### config.mk
export PLATFORM = sky130hd
export DESIGN_NAME = sscr_top
export DESIGN_NICKNAME = d
export VERILOG_FILES = /design/src/design/sscr_pkg.sv /design/src/design/sscr_top.sv
export SDC_FILE = /design/constraint.sdc
export NUM_CORES = 1
export LEC_CHECK = 0
export BUFFER_PORTS_ARGS = -buffer_cell sky130_fd_sc_hd__buf_2
export CAP_MARGIN = 20
export CELL_PAD_IN_SITES_DETAIL_PLACEMENT = 1
export CELL_PAD_IN_SITES_GLOBAL_PLACEMENT = 2
export CORE_ASPECT_RATIO = 1.4
export CORE_UTILIZATION = 39
export CTS_CLUSTER_DIAMETER = 150
export DETAILED_ROUTE_END_ITERATION = 8
export PLACE_DENSITY_LB_ADDON = 0.1
export SLEW_MARGIN = 20
export SYNTH_ARGS = -nofsm -noshare
export SYNTH_HDL_FRONTEND = slang
export SYNTH_SLANG_ARGS = --single-unit
### constraint.sdc
create_clock -name REF_CLK -period 5.85 [get_ports REF_CLK]
set_input_delay 0.585 -clock REF_CLK [delete_from_list [all_inputs] [get_ports REF_CLK]]
set_output_delay 0.585 -clock REF_CLK [all_outputs]
set_load 0.02 [all_outputs]
### src/design/sscr_pkg.sv
/*
 Package for the system state and energy reserve control block:
 register offsets, field positions, reset values, timing counts, state
 enumerations and the port carrier structs.
 It assumes one 100 MHz clock and a plain register port with read data one cycle late.
*/
package sscr_pkg;
   // Register offsets
   localparam logic [7:0] SYSTEM_CONTROL_REG_ADDR = 8'h00;
   localparam logic [7:0] SYSTEM_CONFIG_REG_ADDR  = 8'h04;
   localparam logic [7:0] STATE_CMD_ADDR          = 8'h08;
   localparam logic [7:0] TEST_CMD_ADDR           = 8'h0c;
   localparam logic [7:0] SAFING_RECORD_ADDR      = 8'h10;
   localparam logic [7:0] DEPLOY_MASK_ADDR        = 8'h14;
   localparam logic [7:0] POWER_STATE_ADDR        = 8'h18;
   localparam logic [7:0] FAULT_STATUS_REG_ADDR   = 8'h1c;
   localparam logic [7:0] WDG_WINDOW_ADDR         = 8'h20;
   // Control field positions
   localparam int CTL_BOOST_EN_BIT  = 0;
   localparam int CTL_BOOST_HI_BIT  = 1;
   localparam int CTL_CHARGE_EN_BIT = 2;
   localparam int CFG_HOLD_BIT      = 0;
   // Reset values: boost enabled at the low setting
   localparam logic [2:0] CTL_RESET   = 3'h1;
   localparam logic       CFG_RESET   = 1'b0;
   localparam logic [7:0] WDG_RESET   = 8'h00;
   // State command codes
   localparam logic [1:0] CMD_SAFING = 2'h1;
   localparam logic [1:0] CMD_SCRAP  = 2'h2;
   localparam logic [1:0] CMD_ARMING = 2'h3;
   // Test command codes, one active at a time
   localparam logic [1:0] TEST_NONE    = 2'h0;
   localparam logic [1:0] TEST_HS_SW   = 2'h1;
   localparam logic [1:0] TEST_LS_SW   = 2'h2;
   localparam logic [1:0] TEST_SF_FET  = 2'h3;
   localparam int         TEST_LEN_CYC = 64;
   // Timing
   localparam int EARLY_WAKE_MS   = 9;
   localparam int CLK_MHZ         = 100;
   localparam int EARLY_WAKE_CYC  = EARLY_WAKE_MS * 1000 * CLK_MHZ;
   localparam int ARMING_TIMEOUT_US  = 100;
   localparam int ARMING_TIMEOUT_CYC = ARMING_TIMEOUT_US * CLK_MHZ;

   typedef enum logic [2:0] {
      OP_INIT   = 3'b000,
      OP_DIAG   = 3'b001,
      OP_SAFING = 3'b010,
      OP_SCRAP  = 3'b011,
      OP_ARMING = 3'b100
   } sscr_op_type;

   typedef enum logic [1:0] {
      PM_ACTIVE  = 2'b00,
      PM_PASSIVE = 2'b01,
      PM_SLEEP   = 2'b10
   } sscr_pm_type;

   // Register port request
   typedef struct packed {
      logic [7:0]  addr;
      logic [15:0] wdata;
      logic        wr;
      logic        rd;
   } sscr_bus_type;

   // Analog and system status inputs
   typedef struct packed {
      logic wake;
      logic supply_low;
      logic battery_lost;
      logic boost_undervolt;
      logic boost_overtemp;
      logic ground_lost;
      logic por;
      logic wdg_reset;
      logic wdg_fail;
      logic wdg_service_ok;
      logic extra_line_check;
      logic arm_pin_stuck;
      logic fire_time_bad;
   } sscr_stat_type;

   // Control outputs
   typedef struct packed {
      logic boost_switch_on;
      logic boost_high_sel;
      logic charge_gen_on;
      logic crossover_active_out;
      logic reserve_switch_on;
      logic arm_out;
      logic safing_active;
      logic remote_monitor_on;
      logic [1:0] test_run;
      logic sleep_req;
   } sscr_ctl_type;
endpackage

### src/design/sscr_top.sv
/*
 System operating state machine and energy reserve digital control.
 Assumes all status inputs are synchronous to REF_CLK and that the
 host keeps strobes one cycle long and never both at once.
*/
`timescale 1ns/10ps
module sscr_top #(
   parameter int EARLY_WAKE_CYCLES = sscr_pkg::EARLY_WAKE_CYC,
   parameter int ARM_TIMEOUT_CYCLES = sscr_pkg::ARMING_TIMEOUT_CYC
) (
   input  wire logic                   REF_CLK,
   input  wire logic                   RST,
   input  wire sscr_pkg::sscr_bus_type BUS,
   output logic [15:0]                 RDATA,
   input  wire sscr_pkg::sscr_stat_type STAT,
   output sscr_pkg::sscr_ctl_type      CTL,
   output sscr_pkg::sscr_op_type       OP_STATE,
   output sscr_pkg::sscr_pm_type       POWER_MODE
);
   import sscr_pkg::*;

   typedef struct packed {
      sscr_op_type op;
      sscr_pm_type pm;
      logic [2:0]  ctl;
      logic        cfg;
      logic [7:0]  wdg_win;
      logic [15:0] safing_rec;
      logic [15:0] deploy_mask;
      logic        ot_latch;
      logic        rst_cause;
      logic        wake_seen_low;
      logic [31:0] early_cnt;
      logic [31:0] arm_cnt;
      logic [1:0]  test;
      logic [6:0]  test_cnt;
      logic        arm_stuck;
      logic        fire_bad;
      logic [15:0] rdata;
   } sscr_state_type;

   sscr_state_type s_q;
   sscr_state_type s_d;
   logic           ssm_rst;
   logic           active;
   logic           early;
   logic [1:0]     cmd;

   // State machine reset sources
   assign ssm_rst = STAT.por | STAT.wdg_reset | STAT.wdg_fail;
   assign active  = (s_q.pm == PM_ACTIVE);
   assign early   = (s_q.early_cnt < 32'(EARLY_WAKE_CYCLES));
   assign cmd     = BUS.wdata[1:0];

   // Next state
   always_comb begin
      s_d = s_q;
      // Power mode handling
      if (s_q.pm == PM_ACTIVE) begin
         if (early) begin
            s_d.early_cnt = s_q.early_cnt + 32'h1;
         end
         if (STAT.supply_low) begin
            s_d.pm = PM_PASSIVE;
         end else if (!STAT.wake && early) begin
            s_d.pm = PM_SLEEP;
         end else if (BUS.wr && BUS.addr == STATE_CMD_ADDR && BUS.wdata[15] &&
                      !STAT.wake && !early) begin
            s_d.pm = PM_PASSIVE;
         end
      end
      // Operating state machine
      case (s_q.op)
         OP_INIT: begin
            if (STAT.wdg_service_ok) begin
               s_d.op = OP_DIAG;
            end
         end
         OP_DIAG: begin
            if (BUS.wr && BUS.addr == STATE_CMD_ADDR && cmd == CMD_SAFING) begin
               s_d.op = OP_SAFING;
            end else if (BUS.wr && BUS.addr == STATE_CMD_ADDR && cmd == CMD_SCRAP) begin
               s_d.op = OP_SCRAP;
            end
         end
         OP_SAFING: begin
            s_d.op = OP_SAFING;
         end
         OP_SCRAP: begin
            if (BUS.wr && BUS.addr == STATE_CMD_ADDR && cmd == CMD_ARMING) begin
               s_d.op      = OP_ARMING;
               s_d.arm_cnt = 32'h0;
            end
         end
         OP_ARMING: begin
            if (STAT.extra_line_check) begin
               s_d.arm_cnt = 32'h0;
            end else if (s_q.arm_cnt >= 32'(ARM_TIMEOUT_CYCLES - 1)) begin
               s_d.op = OP_SCRAP;
            end else begin
               s_d.arm_cnt = s_q.arm_cnt + 32'h1;
            end
         end
         default: begin
            s_d.op = OP_INIT;
         end
      endcase
      // Register writes
      if (BUS.wr) begin
         case (BUS.addr)
            SYSTEM_CONTROL_REG_ADDR: s_d.ctl = BUS.wdata[2:0];
            SYSTEM_CONFIG_REG_ADDR:  s_d.cfg = BUS.wdata[CFG_HOLD_BIT];
            WDG_WINDOW_ADDR: begin
               if (s_q.op == OP_INIT) begin
                  s_d.wdg_win = BUS.wdata[7:0];
               end
            end
            SAFING_RECORD_ADDR: begin
               if (s_q.op == OP_DIAG) begin
                  s_d.safing_rec = BUS.wdata;
               end
            end
            DEPLOY_MASK_ADDR: begin
               if (s_q.op == OP_DIAG) begin
                  s_d.deploy_mask = BUS.wdata;
               end
            end
            TEST_CMD_ADDR: begin
               if (s_q.op == OP_DIAG && s_q.test == TEST_NONE) begin
                  s_d.test     = BUS.wdata[1:0];
                  s_d.test_cnt = 7'h0;
               end
            end
            default: begin
            end
         endcase
      end
      // Test sequencing, aborted outside Diag
      if (s_q.test != TEST_NONE) begin
         s_d.test_cnt = s_q.test_cnt + 7'h1;
         if (s_q.op != OP_DIAG || s_q.test_cnt == 7'(TEST_LEN_CYC - 1)) begin
            s_d.test = TEST_NONE;
         end
      end
      // Diag pin and firing checks
      if (s_q.op == OP_DIAG) begin
         s_d.arm_stuck = s_q.arm_stuck | STAT.arm_pin_stuck;
         s_d.fire_bad  = s_q.fire_bad | STAT.fire_time_bad;
      end
      // Overtemp latch: read clears, new event wins
      if (BUS.rd && BUS.addr == FAULT_STATUS_REG_ADDR) begin
         s_d.ot_latch  = 1'b0;
         s_d.rst_cause = 1'b0;
      end
      if (STAT.boost_overtemp) begin
         s_d.ot_latch = 1'b1;
      end
      // Read data
      s_d.rdata = 16'h0;
      if (BUS.rd) begin
         case (BUS.addr)
            SYSTEM_CONTROL_REG_ADDR: s_d.rdata = {13'h0, s_q.ctl};
            SYSTEM_CONFIG_REG_ADDR:  s_d.rdata = {15'h0, s_q.cfg};
            STATE_CMD_ADDR:          s_d.rdata = {11'h0, s_q.pm, s_q.op};
            TEST_CMD_ADDR:           s_d.rdata = {12'h0, s_q.fire_bad, s_q.arm_stuck, s_q.test};
            SAFING_RECORD_ADDR:      s_d.rdata = s_q.safing_rec;
            DEPLOY_MASK_ADDR:        s_d.rdata = s_q.deploy_mask;
            POWER_STATE_ADDR:        s_d.rdata = {15'h0, STAT.boost_undervolt};
            FAULT_STATUS_REG_ADDR:   s_d.rdata = {14'h0, s_q.rst_cause, s_q.ot_latch};
            WDG_WINDOW_ADDR:         s_d.rdata = {8'h0, s_q.wdg_win};
            default:                 s_d.rdata = 16'h0;
         endcase
      end
      // State machine reset wins over everything on the op path
      if (ssm_rst) begin
         s_d.op        = OP_INIT;
         s_d.test      = TEST_NONE;
         s_d.rst_cause = 1'b1;
      end
   end

   // State register
   always_ff @(posedge REF_CLK or posedge RST) begin
      if (RST) begin
         s_q <= '{op: OP_INIT, pm: PM_ACTIVE, ctl: CTL_RESET, cfg: CFG_RESET,
                  wdg_win: WDG_RESET, test: TEST_NONE, default: '0};
      end else begin
         s_q <= s_d;
      end
   end

   // Outputs
   always_comb begin
      CTL = '0;
      CTL.boost_high_sel       = s_q.ctl[CTL_BOOST_HI_BIT];
      CTL.boost_switch_on      = s_q.ctl[CTL_BOOST_EN_BIT] && !s_q.ot_latch &&
                                 !STAT.ground_lost && !STAT.battery_lost &&
                                 !(s_q.pm == PM_SLEEP) &&
                                 !(s_q.pm == PM_PASSIVE && !s_q.cfg);
      CTL.charge_gen_on        = active && s_q.ctl[CTL_CHARGE_EN_BIT];
      CTL.crossover_active_out = (s_q.pm == PM_PASSIVE);
      CTL.reserve_switch_on    = (s_q.pm == PM_PASSIVE);
      CTL.arm_out              = (s_q.op == OP_ARMING);
      CTL.safing_active        = (s_q.op == OP_SAFING);
      CTL.remote_monitor_on    = (s_q.op != OP_SCRAP && s_q.op != OP_ARMING);
      CTL.test_run             = s_q.test;
      CTL.sleep_req            = (s_q.pm == PM_SLEEP);
   end

   assign RDATA      = s_q.rdata;
   assign OP_STATE   = s_q.op;
   assign POWER_MODE = s_q.pm;
endmodule

---- After elaboration in Yosys (flattened, before gate mapping) ----
Index checks and enable logic that the tools add are counted.
W data, S select, Z words.
storage, ports and cells
  flip-flop bits (word level) ............. 142
  word-level logic and storage cells ...... 128
cells by class
  reduce and logical (&&, ||, !) cells .... 49
  muxes and demuxes ....................... 26
  bitwise logic cells ..................... 4
  eq/ne operators ......................... 28
  $add $sub $neg .......................... 3
  magnitude comparators ................... 2
operator list
  operator                 number
  $pmux W16 S9             1
  $mux W32                 3
  $add A32 B1 Y32 const B  2
  $pmux W32 S2             1
  $mux W9                  4
  $eq A8 B5 Y1 const B     4
  $ge A32 B14 Y1 const B   1
  $lt A32 B20 Y1 const B   1
  $mux W3                  7
  $logic_and A1 B1 Y1      18
  $eq A8 B4 Y1 const B     2
  $mux W16                 1
  $pmux W3 S5              1
  $reduce_and A3 Y1        5
  $reduce_bool A2 Y1       7
  $mux W2                  6
  $ne A3 B3 Y1 const B     4
  $eq A8 B3 Y1 const B     1
  $eq A8 B6 Y1 const B     1
  $logic_not A1 Y1         8
  $logic_not A8 Y1         1
  $reduce_and A2 Y1        4
  $add A7 B1 Y7 const B    1
  $eq A7 B6 Y1 const B     1
  16 further kinds         27

---- Depth between registers and ports, before layout ----
  depth after elaboration ................. 8
  depth in mapped cells ................... 8

---- Least setup slack after synthesis ----
Ideal clock, no wire load.
  path type ............................... input to register
  start ................................... in BUS[20] (netlist name)
  end ..................................... reg s_q[44] (netlist name)
  setup slack ............................. 3.537 ns
  library setup time ...................... 0.120 ns
  cell stages on the path ................. 8
  arrival time ............................ 2.193 ns
  path through ............................ buf_2 > or4b_4 > nor4_1 > or2_2 > buf_2 > nand2_4 > buf_6 > and2_2
between the ends
  word-level cells in the longest chain between the ends .. 5
ends and longest elaborated chain
  what                                RTL line         RTL
  start, declared                     sscr_top.sv:13   input wire sscr_pkg::sscr_bus_type BUS,
  $eq A8 B4 Y1                        sscr_top.sv:90   if (BUS.wr && BUS.addr == STATE_CMD_ADDR && cmd == CMD_ARMING) begin
  $logic_and A1 B1 Y1 (2 in a row)    sscr_top.sv:90
  $ne A2 B2 Y1 (no source line)       -
  $reduce_and A3 Y1 (no source line)  -
  end signal, assigned                sscr_top.sv:185  s_q <= '{op: OP_INIT, pm: PM_ACTIVE, ctl: CTL_RESET, cfg: CFG_RESET,
  end, declared                       sscr_top.sv:42   sscr_state_type s_q;
No other way between the ends.
A chain may end at the register's enable or synchronous reset.

---- Worst setup path in the final report ----
  start ................................... in BUS[25] (netlist name)
  end ..................................... reg s_q[96] (netlist name)
between the ends
  word-level cells in the longest chain between the ends .. 2
ends and longest elaborated chain
  what                                RTL line         RTL
  $eq A8 B5 Y1                        sscr_top.sv:110  case (BUS.addr)
  $reduce_and A3 Y1 (no source line)  -
No other way between the ends.

==> flow_summary.json <==
{
  "clk_path_buf_depth": 2,
  "synthTopCellsByArea": "dfrtp_1 53%, mux2_2 7.8%, buf_4 3.0%",
  "rr_worst_depth": 3,
  "final_cells": 838,
  "wl_per_cell_um": 18.74,
  "nets": 669,
  "grt_pass1_vias": 5015,
  "start_kind": "primary input",
  "r2r-end": "s_q[96]$_DFFE_PP0P_",
  "end_kind": "flop",
  "syn_area_um2": 6608,
  "ant_nets": 0,
  "grt_antenna_before_repair": 0,
  "r2r_start": "OP_STATE[0]$_DFFE_PP0P_",
  "cts.sinks": 142,
  "top_level_ports": 73,
  "arrival_ns": 3.23,
  "powerDensity_nw_per_um2": 286.4,
  "vias": 4686,
  "die-area_um2": 17470,
  "synthFlopType": "dfrtp_1",
  "hold_buffers": 0,
  "cp.required_ns": 6.14,
  "min_to": "s_q[93]$_DFFE_PP0P_",
  "syn_to_final_growth_pct": 13.16,
  "min_period_over_period_pct": 50.21,
  "die_y_um": 156.0,
  "initial_core_util_pct": 40.34,
  "wl_mm": 15.70,
  "leakage_nw": 3.403,
  "final_area_um2": 7477,
  "fin_crit_ns": 2.937,
  "grt.total_usage_pct": 19.56,
  "post_cts_buffers": 0,
  "synth.top_cell.area_share_pct": 53.40,
  "drtIter0Drc": 201,
  "clock_skew_ns": 0.009941,
  "fin_tns_setup_ns": 0,
  "syn-num-nets": 635,
  "rsz0062_at_grt": "false",
  "criticalPathCategory": "in -> reg",
  "violations": "design-rule violations",
  "cpLargestDelayFamily": "simple AND/OR/NAND/NOR gates",
  "dieWidth_um": 112.0,
  "multi_input_area_um2": 2646,
  "drive_gt1_share_pct": 27.59,
  "overflow": 0,
  "min_path_cells": 2,
  "core_um2": 16380,
  "insertion_delay_ns": 0.42,
  "cts_resized": 0,
  "hold_class": "in -> reg",
  "cts_made_buffers": 17,
  "synth_cells": 591,
  "seq_area_um2": 3555,
  "grt_max_degree": 100,
  "ys_seq_elements": 142,
  "yosys-top-cells-count": "141 x dfrtp_1, 46 x mux2_2, 41 x nand2_1, 32 x nor2_1, 26 x buf_4",
  "firstDrtPassIters": 7,
  "final_max_slew_viol_count": 0,
  "run_status": "finished with violations",
  "portBuffers": 72,
  "r2r_slack_ns": 3.18,
  "post-place-cells": 805,
  "h-tree-depth": 4,
  "worst_pin_slew_ns": 0.9934,
  "cts_tree": "yes",
  "synth_edf_count": 0,
  "slowest_delay_ns": 0.73,
  "worst_path_max_delay_cell": "nand3_1",
  "netlist.top_cell.by_area": "dfrtp_1",
  "min_from": "STAT[8]",
  "grt_pass1_wl_mm": 26.56,
  "post-route-drc-count": 12,
  "fillers": 1790,
  "vias_per_cell": 5.592,
  "critPathMaxFanout": 16,
  "placed_area_um2": 6885,
  "dp_hpwl_mm": 10.99,
  "hold_viol": 0,
  "clkTransAtPathRegs_ns": 0.06,
  "slew-limit-headroom_pct": 32.87,
  "yosysWarnings": 0,
  "finalSetupViolCount": 0,
  "ir_worst_vdd_mv": 0.2050,
  "yosysUniqueCellTypes": 64,
  "avgSynthCellArea_um2": 11.18,
  "std_cell_rows": 55,
  "max_cap_viol_count": 0,
  "async_flop_share_pct": 100.0,
  "synth.most_common_cell": "dfrtp_1",
  "synth-seq-area-share_pct": 53.80,
  "cts_root_buf": "clkbuf_16",
  "crit_chain": "buf_2 -> nor3_1 -> nand2_1 -> nor2_2 -> nand3_1 -> mux2_2",
  "fmax_mhz": 340.4,
  "crit_buf_inv": 1,
  "gp_congestion": 0.7971
}
==> registers in the layout (all words and copies together), names as in the netlist <==
name	count
s_q	118
RDATA	16
CTL	3
OP_STATE	3
POWER_MODE	2
==> metrics by stage <==
step | power [mW] | hold WS [ns] | setup slack (ns) | util, %
6_report | 2.141 | 0.3509 | 2.913 | 45.65
2_1_floorplan | 1.060 | 0.4207 | 1.457 | -
4_1_cts | 2.172 | 0.3279 | 2.879 | 45.58
5_1_grt | 2.224 | 0.3660 | 2.685 | 45.64
3_3_place_gp | 1.095 | 0.3577 | 2.506 | 42.04
3_5_place_dp | 1.097 | 0.3618 | 2.472 | 42.04
==> layout by cell type (no fill, tap or decap), types with 10 or more instances in the layout <==
master / instances
buf_2: 72
inv_1: 14
and2_1: 19
a22oi_1: 16
dfrtp_1: 141
nand4_1: 11
clkbuf_16: 17
nor4_1: 11
mux2_2: 46
o21ai_0: 15
nand2_1: 41
xnor2_1: 18
nor2_1: 32
nor3_1: 10
nand3_1: 23
a21oi_1: 16
==> routing by layer <==
metal,global-route usage (%),vias up,share of wire (%)
met5,0,-,0
met4,6.984,0,1.1
met3,3.574,12,3.9
met2,33.22,82,50
met1,24.99,2402,45
li1,-,2190,-
==> cells by family after synthesis <==
group,synth area share (%)
AND/OR/NAND/NOR,17.52
flip-flops,53.80
AO/OA/AOI/OAI,11.00
buffers and inverters,6.287
multiplexers,8.180
XOR/XNOR,2.651
adder cells (fa/ha/maj),0.5681
==> how the worst max path moves through the flow <==
stage | depth (start not counted) | to | start | slack (ns)
2_1_floorplan | 1 | CTL[1]$_DFF_PP0_ | RST | 1.46
3_3_place_gp | 6 | s_q[100]$_DFFE_PP0P_ | BUS[25] | 2.51
3_5_place_dp | 6 | s_q[100]$_DFFE_PP0P_ | BUS[25] | 2.47
4_1_cts | 6 | s_q[96]$_DFFE_PP0P_ | BUS[25] | 2.88
5_1_grt | 6 | s_q[96]$_DFFE_PP0P_ | BUS[25] | 2.69
6_report | 6 | s_q[96]$_DFFE_PP0P_ | BUS[25] | 2.91
==> power by group <==
group,internal [mW],leakage [nW],switching (mW)
combinational,0.0261,1.22,0.0506
clock,0.642,0.281,0.422
sequential,0.993,1.90,0.00802
==> area by class of cell <==
cell class | instances | area share, %
Antenna cell | 1 | 0.03347
Tap cell | 199 | 3.330
Timing Repair Buffer | 75 | 5.120
Sequential cell | 142 | 47.54
Multi-Input combinational cell | 374 | 35.39
Clock buffer | 20 | 5.974
Clock inverter | 12 | 1.790
Inverter | 15 | 0.8199
Note: power is estimated with default switching activity, not from simulation.
